--- src/common/stepper_pkg.sv ---
// Constants, types and shared arithmetic for the microstep indexer and chopper
package stepper_pkg;
  localparam int CLK_NS = 8;
  localparam int OFF_STEP_NS = 500;
  localparam int BLANK_BASE_NS = 1000;
  localparam int BLANK_STEP_NS = 20;
  localparam int FAST_STEP_NS = 500;
  localparam int HALF_TURN = 512;
  localparam int MAG_FULL = 255;
  localparam logic [9:0] HOME_POS = 10'h080;
  localparam logic [9:0] QUARTER_POS = 10'h100;
  localparam logic [8:0] QUARTER_K = 9'h100;
  localparam logic [3:0] MODE_MAX = 4'h8;
  localparam logic [15:0] TMR_MAX = 16'hffff;
  localparam logic [1:0] DEC_SLOW = 2'h0;
  localparam logic [1:0] DEC_FAST = 2'h1;
  localparam logic [1:0] DEC_MIXED = 2'h2;
  localparam logic [1:0] DEC_AUTO = 2'h3;
  // Gate word {high1, low1, high2, low2}
  localparam logic [3:0] GATE_OFF = 4'h0;
  localparam logic [3:0] GATE_FWD = 4'h9;
  localparam logic [3:0] GATE_REV = 4'h6;
  localparam logic [3:0] GATE_SLOW = 4'h5;

  typedef enum logic [1:0] {
    CH_ON = 2'b00,
    CH_FAST = 2'b01,
    CH_SLOW = 2'b10
  } chop_e;

  // Least time in ns to whole cycles, never below one
  function automatic logic [15:0] ns_to_cycles(input int ns);
    int c;
    c = (ns + CLK_NS - 1) / CLK_NS;
    if (c < 1) c = 1;
    ns_to_cycles = 16'(c);
  endfunction

  // Sine magnitude for k/256 of a quarter turn, scaled to 255
  function automatic logic [7:0] sine_mag(input int k);
    int p;
    p = k * (HALF_TURN - k);
    sine_mag = 8'(MAG_FULL * 16 * p / (5 * HALF_TURN * HALF_TURN - 4 * p));
  endfunction
endpackage

--- src/common/sine_rom_if.sv ---
// Two read ports between the indexer and the sine table
`timescale 1ns/10ps
interface sine_rom_if;
  logic [1:0][8:0] addr;
  logic [1:0][7:0] mag;
  modport host (output addr, input mag);
  modport rom (input addr, output mag);
endinterface // sine_rom_if

--- src/microstep_indexer.sv ---
// Microstep indexer with fixed-off-time current chopper for two windings
// Function
// - Mode field picks full to 1/256 step
// - Full step drives both windings at 71%
// - Winding A sine, winding B cosine
// - Angle advances in equal subdivisions
// - Reset puts indexer at 45 degrees home
// - Step edge advances once; soft step advances every cycle it is set
// - Direction pin xor invert bit sets direction
// - Bridge polarity follows table value sign
// - Mode change moves to next valid state
// - Trip cuts drive for programmed off time
// - Reference is sine times current scale, the scale alone in direct drive
// - Sense gain selects chop full scale
// - Fast decay reverses, stops near zero
// - Slow decay turns both low sides on
// - Mixed and auto only in indexer mode
// - Mixed decay: fast phase then slow
// - Mixed uses slow when target not falling
// - Auto: trip at end of blanking goes fast
// - Auto fast ends below trip after blanking
// - Auto below trip: on, then slow decay
// - Comparator ignored during blanking after turn-on
// - Threshold change restarts the PWM cycle
// - Direct drive inputs control bridges directly
`timescale 1ns/10ps
module microstep_indexer (
  input wire logic mclk,
  input wire logic rst_n,
  input wire logic step_pin,
  input wire logic dir_pin,
  input wire logic soft_step_bit,
  input wire logic direction_invert_bit,
  input wire logic [3:0] step_mode,
  input wire logic [7:0] current_scale,
  input wire logic [1:0] sense_gain,
  input wire logic [7:0] off_time_field,
  input wire logic [7:0] blanking_interval,
  input wire logic [7:0] fast_phase_duration,
  input wire logic [1:0] decay_select,
  input wire logic direct_drive_select,
  input wire logic [3:0] winding_in,
  input wire logic [1:0] trip_in,
  input wire logic [1:0] zero_in,
  output logic [9:0] position,
  output logic [7:0] dac_a,
  output logic [7:0] dac_b,
  output logic [1:0] sense_gain_sel,
  output logic [3:0] winding_a_output,
  output logic [3:0] winding_b_output
);
  logic [9:0] sync1;
  logic [9:0] sync2;
  logic step_prev;
  logic step_rise;
  logic fwd;
  logic adv;
  logic adv1;
  logic adv2;
  logic [3:0] mode_c;
  logic [9:0] addr_a;
  logic [9:0] addr_b;
  logic [1:0] neg_q;
  logic [1:0] neg_d;
  logic [1:0][7:0] dac;
  logic [1:0][7:0] next_dac;
  logic [1:0] thr_chg;
  logic [1:0] incr;
  logic [1:0] trip_s;
  logic [1:0] zero_s;
  logic [1:0] eff_dec;
  logic [15:0] blank_cyc;
  logic [15:0] off_cyc;
  logic [15:0] fast_cyc;
  stepper_pkg::chop_e st [2];
  logic [15:0] tmr [2];
  logic [15:0] sub [2];
  logic [1:0] hiz;
  logic [3:0] gate [2];
  logic [3:0] next_gate [2];

  sine_rom_if rom_bus();

  sine_rom u_rom (
    .mclk(mclk),
    .port(rom_bus.rom)
  );

  // Folds a position into table address and sign
  function automatic logic [9:0] quad_addr(input logic [9:0] p);
    logic [8:0] k;
    k = p[8] ? stepper_pkg::QUARTER_K - {1'b0, p[7:0]} : {1'b0, p[7:0]};
    quad_addr = {p[9] & (k != 9'h000), k};
  endfunction

  // Next state valid for the resolution, in the given direction
  function automatic logic [9:0] next_pos(input logic [9:0] p, input logic [3:0] m, input logic f);
    logic [9:0] inc;
    logic [9:0] off;
    logic [9:0] q;
    logic [9:0] al;
    inc = 10'h001 << (stepper_pkg::MODE_MAX - m);
    off = (m == 4'h0) ? stepper_pkg::HOME_POS : 10'h000;
    q = p - off;
    al = q & ~(inc - 10'h001);
    if (f) next_pos = al + inc + off;
    else if (al == q) next_pos = al - inc + off;
    else next_pos = al + off;
  endfunction

  // Pins pass two flip-flops before use
  always_ff @(posedge mclk) begin
    if (!rst_n) begin
      sync1 <= 10'h000;
      sync2 <= 10'h000;
      step_prev <= 1'b0;
    end else begin
      sync1 <= {zero_in, trip_in, winding_in, dir_pin, step_pin};
      sync2 <= sync1;
      step_prev <= sync2[0];
    end
  end

  assign step_rise = sync2[0] & ~step_prev;
  assign fwd = sync2[1] ^ direction_invert_bit;
  assign adv = step_rise | soft_step_bit;
  assign mode_c = (step_mode > stepper_pkg::MODE_MAX) ? stepper_pkg::MODE_MAX : step_mode;
  assign trip_s = sync2[7:6];
  assign zero_s = sync2[9:8];

  // Indexer position, 1024 microsteps per electrical turn
  always_ff @(posedge mclk) begin
    if (!rst_n) begin
      position <= stepper_pkg::HOME_POS;
    end else if (adv) begin
      position <= next_pos(position, mode_c, fwd);
    end
  end

  always_comb begin
    addr_a = quad_addr(position);
    addr_b = quad_addr(position + stepper_pkg::QUARTER_POS);
  end

  assign rom_bus.addr[0] = addr_a[8:0];
  assign rom_bus.addr[1] = addr_b[8:0];

  always_comb begin
    for (int i = 0; i < 2; i++) begin
      next_dac[i] = direct_drive_select ? current_scale
        : 8'(({8'h00, rom_bus.mag[i]} * {8'h00, current_scale}) >> 8);
    end
  end

  // Reference codes, sign and trend per winding
  always_ff @(posedge mclk) begin
    if (!rst_n) begin
      adv1 <= 1'b0;
      adv2 <= 1'b0;
      neg_q <= 2'b00;
      neg_d <= 2'b00;
      dac <= '0;
      thr_chg <= 2'b00;
      incr <= 2'b11;
      sense_gain_sel <= 2'b00;
    end else begin
      adv1 <= adv;
      adv2 <= adv1;
      neg_q <= {addr_b[9], addr_a[9]};
      neg_d <= neg_q;
      dac <= next_dac;
      sense_gain_sel <= sense_gain;
      for (int i = 0; i < 2; i++) begin
        thr_chg[i] <= next_dac[i] != dac[i];
        if (adv2) incr[i] <= next_dac[i] >= dac[i];
      end
    end
  end

  assign dac_a = dac[0];
  assign dac_b = dac[1];

  always_comb begin
    blank_cyc = stepper_pkg::ns_to_cycles(stepper_pkg::BLANK_BASE_NS
      + int'(blanking_interval) * stepper_pkg::BLANK_STEP_NS);
    off_cyc = stepper_pkg::ns_to_cycles((int'(off_time_field) + 1) * stepper_pkg::OFF_STEP_NS);
    fast_cyc = stepper_pkg::ns_to_cycles(int'(fast_phase_duration) * stepper_pkg::FAST_STEP_NS);
    eff_dec = (direct_drive_select && decay_select[1]) ? stepper_pkg::DEC_SLOW : decay_select;
  end

  for (genvar w = 0; w < 2; w++) begin : g_chop
    // PWM cycle state per winding
    always_ff @(posedge mclk) begin
      if (!rst_n) begin
        st[w] <= stepper_pkg::CH_ON;
        tmr[w] <= 16'h0000;
        sub[w] <= 16'h0000;
        hiz[w] <= 1'b0;
      end else if (thr_chg[w]) begin
        st[w] <= stepper_pkg::CH_ON;
        tmr[w] <= 16'h0000;
        hiz[w] <= 1'b0;
      end else begin
        case (st[w])
          stepper_pkg::CH_ON: begin
            if (tmr[w] != stepper_pkg::TMR_MAX) tmr[w] <= tmr[w] + 16'h0001;
            if (tmr[w] >= blank_cyc && trip_s[w]) begin
              tmr[w] <= 16'h0000;
              sub[w] <= 16'h0000;
              hiz[w] <= 1'b0;
              if (eff_dec == stepper_pkg::DEC_AUTO) begin
                st[w] <= (tmr[w] == blank_cyc) ? stepper_pkg::CH_FAST : stepper_pkg::CH_SLOW;
              end else if (eff_dec == stepper_pkg::DEC_FAST
                           || (eff_dec == stepper_pkg::DEC_MIXED && !incr[w])) begin
                st[w] <= stepper_pkg::CH_FAST;
              end else begin
                st[w] <= stepper_pkg::CH_SLOW;
              end
            end
          end
          stepper_pkg::CH_FAST: begin
            tmr[w] <= tmr[w] + 16'h0001;
            if (sub[w] != stepper_pkg::TMR_MAX) sub[w] <= sub[w] + 16'h0001;
            if (zero_s[w]) hiz[w] <= 1'b1;
            if (tmr[w] >= off_cyc - 16'h0001) begin
              st[w] <= stepper_pkg::CH_ON;
              tmr[w] <= 16'h0000;
              hiz[w] <= 1'b0;
            end else if (eff_dec == stepper_pkg::DEC_MIXED && sub[w] >= fast_cyc - 16'h0001) begin
              st[w] <= stepper_pkg::CH_SLOW;
            end else if (eff_dec == stepper_pkg::DEC_AUTO && sub[w] >= blank_cyc - 16'h0001 && !trip_s[w]) begin
              st[w] <= stepper_pkg::CH_SLOW;
            end
          end
          stepper_pkg::CH_SLOW: begin
            tmr[w] <= tmr[w] + 16'h0001;
            if (tmr[w] >= off_cyc - 16'h0001) begin
              st[w] <= stepper_pkg::CH_ON;
              tmr[w] <= 16'h0000;
            end
          end
          default: begin
            st[w] <= stepper_pkg::CH_ON;
            tmr[w] <= 16'h0000;
          end
        endcase
      end
    end

    // Bridge gate pattern from cycle state and polarity
    always_comb begin
      logic pos_dir;
      logic in1;
      logic in2;
      in1 = sync2[2 + 2 * w];
      in2 = sync2[3 + 2 * w];
      pos_dir = direct_drive_select ? in1 : ~neg_d[w];
      case (st[w])
        stepper_pkg::CH_ON: next_gate[w] = pos_dir ? stepper_pkg::GATE_FWD : stepper_pkg::GATE_REV;
        stepper_pkg::CH_FAST: next_gate[w] = hiz[w] ? stepper_pkg::GATE_OFF
          : (pos_dir ? stepper_pkg::GATE_REV : stepper_pkg::GATE_FWD);
        stepper_pkg::CH_SLOW: next_gate[w] = stepper_pkg::GATE_SLOW;
        default: next_gate[w] = stepper_pkg::GATE_OFF;
      endcase
      if (direct_drive_select && in1 == in2) begin
        next_gate[w] = in1 ? stepper_pkg::GATE_SLOW : stepper_pkg::GATE_OFF;
      end
    end

    always_ff @(posedge mclk) begin
      if (!rst_n) gate[w] <= stepper_pkg::GATE_OFF;
      else gate[w] <= next_gate[w];
    end
  end

  assign winding_a_output = gate[0];
  assign winding_b_output = gate[1];
endmodule // microstep_indexer

--- src/sine_rom.sv ---
// Quarter-wave sine table with registered read data
`timescale 1ns/10ps
module sine_rom (
  input wire logic mclk,
  sine_rom_if.rom port
);
  logic [7:0] tbl [0:256];

  for (genvar g = 0; g <= 256; g++) begin : g_tbl
    assign tbl[g] = stepper_pkg::sine_mag(g);
  end

  always_ff @(posedge mclk) begin
    port.mag[0] <= tbl[port.addr[0]];
    port.mag[1] <= tbl[port.addr[1]];
  end
endmodule // sine_rom

--- config.mk ---
export PLATFORM = sky130hd
export DESIGN_NAME = microstep_indexer
export DESIGN_NICKNAME = d
export VERILOG_FILES = /design/src/common/stepper_pkg.sv /design/src/common/sine_rom_if.sv /design/src/microstep_indexer.sv /design/src/sine_rom.sv
export SDC_FILE = /design/constraint.sdc
export NUM_CORES = 1
export LEC_CHECK = 0
export BUFFER_PORTS_ARGS = -buffer_cell sky130_fd_sc_hd__buf_2
export CAP_MARGIN = 10
export CORE_ASPECT_RATIO = 1.2
export CORE_MARGIN = 5
export CORE_UTILIZATION = 60
export DETAILED_ROUTE_END_ITERATION = 8
export PLACE_DENSITY = 0.85
export SETUP_SLACK_MARGIN = 0.2
export SLEW_MARGIN = 20
export SYNTH_ARGS = -nofsm -noshare
export SYNTH_HDL_FRONTEND = slang
export SYNTH_SLANG_ARGS = --single-unit
--- constraint.sdc ---
create_clock -name mclk -period 13.38 [get_ports mclk]
set_input_delay 2.676 -clock mclk [delete_from_list [all_inputs] [get_ports mclk]]
set_output_delay 2.676 -clock mclk [all_outputs]
set_load 0.01 [all_outputs]
-- Yosys cells after proc, flatten, opt, wreduce, memory -nomap -nowiden
Memories as Yosys holds them, arrays and structs flattened. A register that Yosys moved wholly into a read port is not among the register bits.
Cells that the tools add are included.
- add/sub/neg operators: 29
- multipliers: 5
- magnitude comparators: 14
- eq/ne operators: 22
- shift-type cells: 1
- multiplexer cells: 221
- bitwise gates (word level): 56
- reductions and logical operators: 35
- operators by type and width (operator ; count):
    two-way mux 16 bit ; 23
    two-way mux 1 bit ; 153
    greater-or-equal comparator 16 bit ; 8
    adder 32 x 1 -> 32 bit ; 3
    less-than comparator 32 x 2 -> 1 bit (second input constant) ; 3
    adder 16 x 1 -> 16 bit (second input constant) ; 4
    inequality test 16 bit (second input constant) ; 4
    subtractor 16 x 1 -> 16 bit (second input constant) ; 3
    two-way mux 4 bit ; 11
    two-way mux 2 bit ; 21
    bitwise OR 1 bit ; 41
    equality test 16 bit ; 2
    multiplier 8 x 8 -> 16 bit ; 2
    adder 10 x 8 -> 10 bit ; 3
    two-way mux 8 bit ; 3
    one-hot mux 4 bit (3 select lines) ; 2
    two-way mux 10 bit ; 2
    inverter 9 -> 10 bit ; 2
    subtractor 19 x 1 -> 20 bit (second input constant) ; 1
    adder 18 x 4 -> 19 bit (second input constant) ; 1
    subtractor 18 x 1 -> 19 bit (second input constant) ; 1
    adder 17 x 4 -> 18 bit (second input constant) ; 1
    two-way mux 9 bit ; 2
    nonzero test 9 bit ; 2
    other kinds (40) ; 85
- register bits after elaboration: 61
- bits in writable memories: 76
- memory bits (read-only): 8192
- input bits: 55
- output and inout port bits: 36
- memories: 6
- memories (memory ; words ; bits a word ; rd ports ; clocked after Yosys merged registers in ; wr ports ; RTL line ; text):
    (name not given) ; 512 ; 8 ; 1 ; 1 ; 0 ; sine_rom.sv:15 ; port.mag[1] <= tbl[port.addr[1]];
    (name not given) ; 512 ; 8 ; 1 ; 1 ; 0 ; sine_rom.sv:14 ; port.mag[0] <= tbl[port.addr[0]];
    sub ; 2 ; 16 ; 2 ; 0 ; 2 ; microstep_indexer.sv:77 ; logic [15:0] sub [2];
    tmr ; 2 ; 16 ; 2 ; 0 ; 2 ; microstep_indexer.sv:76 ; logic [15:0] tmr [2];
    gate ; 2 ; 4 ; 2 ; 0 ; 2 ; microstep_indexer.sv:79 ; logic [3:0] gate [2];
    st ; 2 ; 2 ; 2 ; 0 ; 2 ; microstep_indexer.sv:75 ; stepper_pkg::chop_e st [2];

-- Depth between registers and ports, before layout
- depth after elaboration: 24
- mapped depth: 43
- depth with buffers taken out: 38

-- By module
Synthesis repeated with hierarchy kept, for this count alone.
- cells, all modules: 2816
- area total of the unflattened synthesis: 23339.9 sq um
- by module, submodules not included (module ; instances ; cells each ; area each (sq um) ; seq. area each (sq um)):
    microstep_indexer ; 1 ; 2261 ; 19686.4 ; 3423.3
    sine_rom ; 1 ; 555 ; 3653.5 ; 320.3

-- Least setup slack after synthesis
Ideal clock, no wire load.
- path kind: input to register
- start point: input off_time_field[0]
- end point: memory tmr[0][10] (data pin)
- library setup time: 0.170 ns
- arrival: 11.511 ns
- required time: 13.210 ns
- setup slack: 1.699 ns
- cell stages on the path: 41
- path buffers: 4
- cells stage by stage: clkbuf_1 > nand3_1 > xnor2_1 > inv_1 > fa_1 > fa_1 > inv_1 > fa_1 > inv_1 > fa_1 > inv_1 > ha_1 > and2_4 > a221oi_2 > a21boi_1 > or4_4 > and4bb_1 > buf_4 > [5 not listed] > ha_1 > and3_1 > a31oi_1 > a21oi_1 > and2_1 > buf_6 > nand2_1 > o21a_1 > nor2_1 > ha_1 > a21oi_1 > nor2b_1 > or3b_2 > a211oi_2 > a211oi_2 > o31a_4 > buf_8 > nor4_2
- RTL lines (what ; RTL line ; text):
    start, declared ; microstep_indexer.sv:37 ; input wire logic [7:0] off_time_field,
    end, declared ; microstep_indexer.sv:76 ;

==> impl_metrics.ini <==
[status]
status = finished, final reports clean

[route]
drtPass1Iterations = 6
vias = 21090
routed_wl_mm = 59.23
routedWlPerCell_um = 17.65
ant_nets = 0
drc = 0
viasPerCell = 6.285
dr.first_iter.drc_count = 2263

[timing]
slew_viol_final = 0
setup_violations = 0
fin_crit_sh_pct = 93.12
worstMarginPinSlew_ns = 1.147
clock-skew-final_ns = 0.01968
tns_ns = 0
post-route-min-period_ns = 12.46
max_slew_margin_pct = 23.51
fmax_mhz = 80.26
rsz0062_at_grt = no
hold_violations = 0

[global_route]
gr-total-overflow = 0
grt_use_total_pct = 27.27
grt_pass1_wl_mm = 98.93
use_met2_pct = 48.94
grt_max_degree = 70
antenna_found_initial = 0
top_usage_layer = met2
use_met1_pct = 33.62
grtUsageMet3_pct = 3.200
grt_pass1_vias = 21150

[power]
power.density_nw_per_um2 = 253.2
ir_drop_v = 0.0001966
leakage_nw = 11.43
power_w = 0.006246

[critical_path]
slowest_stage = or4_4
cp.required_ns = 13.63
crit_top_cell = ha_1
cp_data_arrival_time_ns = 12.71
path_class = primary input to register
critical-path-max-stage-delay_ns = 0.54
endpoint_kind = register
setup.worst_path.start_class = primary input
crit_fanout = 16

[floorplanning]
fp.coreArea_um2 = 38550
rows = 79
initial_utilization_pct = 60.36
fp.dieArea_um2 = 42840
die_h_um = 225.7
boundaryPins = 91
chipWidth_um = 189.8

[clock_tree]
clk_pin_slew_ns = 0.07
cts_buffer_depth = 2
cts_sinks = 153
h-tree-depth = 4
numCtsBuffers = 17
cts-root-buf = clkbuf_16
cts_setup_buffers = 0
holdBufCountCts = 0
cts_tree = yes
cts-resized-gates = 0
clock_latency_ns = 0.46

[logic_synthesis]
postSynth.asyncResetShare_pct = 0
synth_top_area_share_pct = 18.66
synth.cell_area_um2 = 23270
synth_top_area_cell = ha_1
synthDistinctLibCells = 99
synth_enable_flop_cells = 68
ys.flop_type = dfxtp_1
synth_seq_area_share_pct = 16.09
ys_warn_count = 0
ys_seq_elements = 153
syn_avg_cell_area_um2 = 8.217
syn_inst = 2832
synth.area.top_cells = ha_1 19%, fa_1 10%, edfxtp_1 8.8%

[final_layout]
drive_gt1_share_pct = 7.317
final_cell_mix = 347 x ha_1, 270 x inv_1, 257 x nand2_1, 198 x nor2_1, 141 x a21oi_1
utilization_pct = 63.98
insertedDiodeCount = 0
final_common_cell = ha_1
nets = 3377
nFillCells = 3159
synthToLayoutAreaGrowth_pct = 5.990

[hold_path]
min_path_type = register to register

[run]
cap_violations = 0

[place]
post-dp-hpwl_mm = 45.89
globalplace.congestion = 0.9708
port_buffers = 90
==> routing by layer <==
metal  wire, um  vias up
met4       2067        0
li1           -     9992
met2      29590      907
met1      23820    10020
met5          0        -
met3       3751      177
==> kinds of logic (layout without fill, tap and decap cells) <==
| group | count (synthesis) | in the layout | share of synthesized area (%) |
|---|---|---|---|
| and+or+nand+nor | 956 | 956 | 20.93 |
| AOI/OAI and AO/OA | 630 | 630 | 18.05 |
| adders and majority gates | 465 | 465 | 28.81 |
| buffers and inverters | 391 | 414 | 6.576 |
| xor gates and xnor gates | 202 | 202 | 7.850 |
| DFF | 153 | 153 | 16.09 |
| muxes | 33 | 33 | 1.672 |
| other | 2 | 17 | 0.03227 |
==> Yosys cell counts, types with 8 or more instances <==
cell type / number
buf_1: 11
and2_1: 125
xor2_1: 70
nor3_1: 69
nand2_1: 257
fa_1: 118
o21bai_1: 9
nor4_2: 9
a21boi_0: 11
o22ai_1: 20
a21oi_1: 141
nand3b_1: 8
o21a_1: 24
nand4_1: 29
dfxtp_1: 85
nor2_1: 198
o211ai_1: 43
and4_1: 10
nand3_1: 92
nor2b_1: 34
ha_1: 347
or3_1: 9
a31oi_1: 19
clkbuf_1: 98
nor4_1: 17
edfxtp_1: 68
o311ai_0: 11
o21ai_0: 139
a211oi_1: 49
mux2i_1: 25
and3_1: 26
a21o_1: 57
xnor2_1: 127
nand2b_1: 33
a311oi_1: 27
o211a_1: 8
inv_1: 270
==> per-stage QoR <==
step / std cells / setup WS (ns) / area [um^2] / hold slack, ns
after global routing: 3356 / 0.2616 / 24660 / 0.4485
after detailed placement: 3323 / 0.5721 / 24080 / 0.4214
final: 3356 / 0.9208 / 24660 / 0.4277
after CTS: 3355 / 0.9767 / 24650 / 0.4342
after global placement: 3323 / 1.149 / 24080 / 0.4135
after floorplan: 2847 / 1.699 / 23330 / 0.4119
==> power by group <==
| group | total (W) | switching (W) | internal (W) |
|---|---|---|---|
| sequential | 0.000677 | 0.000111 | 0.000566 |
| clock | 0.000490 | 0.000230 | 0.000260 |
| combinational | 0.00508 | 0.00289 | 0.00219 |
==> area by class of cell <==
type | instances | area (um^2) | share of cell area (%)
Inverter | 271 | 1017 | 4.124
Multi-Input combinational cell | 2303 | 18120 | 73.48
Tap cell | 486 | 608.1 | 2.465
Timing Repair Buffer | 111 | 605.6 | 2.455
Clock buffer | 18 | 429.2 | 1.740
Clock inverter | 14 | 136.4 | 0.5530
Sequential cell | 153 | 3744 | 15.18
==> sequential cells by signal (all words and copies together), names as in the netlist, named ones only <==
register        flops
thr_chg             2
sync1              10
position            9
hiz                 2
tmr                32
neg_q               2
st                  4
dac_b               8
incr                2
gate                8
sense_gain_sel      2
sub                32
adv1                1
step_prev           1
sync2              10
neg_d               2
adv2                1
dac_a               8
u_rom.port.mag     16
==> path summary, 6_finish.rpt <==
path | start | to | slack (ns) | cells past startpoint
worst min-delay path | sync1[0] | sync2[0] | 0.43 | 1
worst min register to register | sync1[0] | sync2[0] | 0.43 | 1
worst max-delay path | off_time_field[0] | tmr[0][6] | 0.92 | 37
worst max register to register | u_rom.port.mag[9] | incr[1] | 7.57 | 26
==> critical path: cells and delay by family <==
kind / cells / cell delay (ns)
AOI/OAI and AO/OA: 11 / 2.39
xor gates and xnor gates: 3 / 0.98
adders and majority gates: 7 / 2.79
buffers and inverters: 2 / 0.24
and+or+nand+nor: 14 / 3.60
No activity file was read; power rests on OpenSTA's default activity.
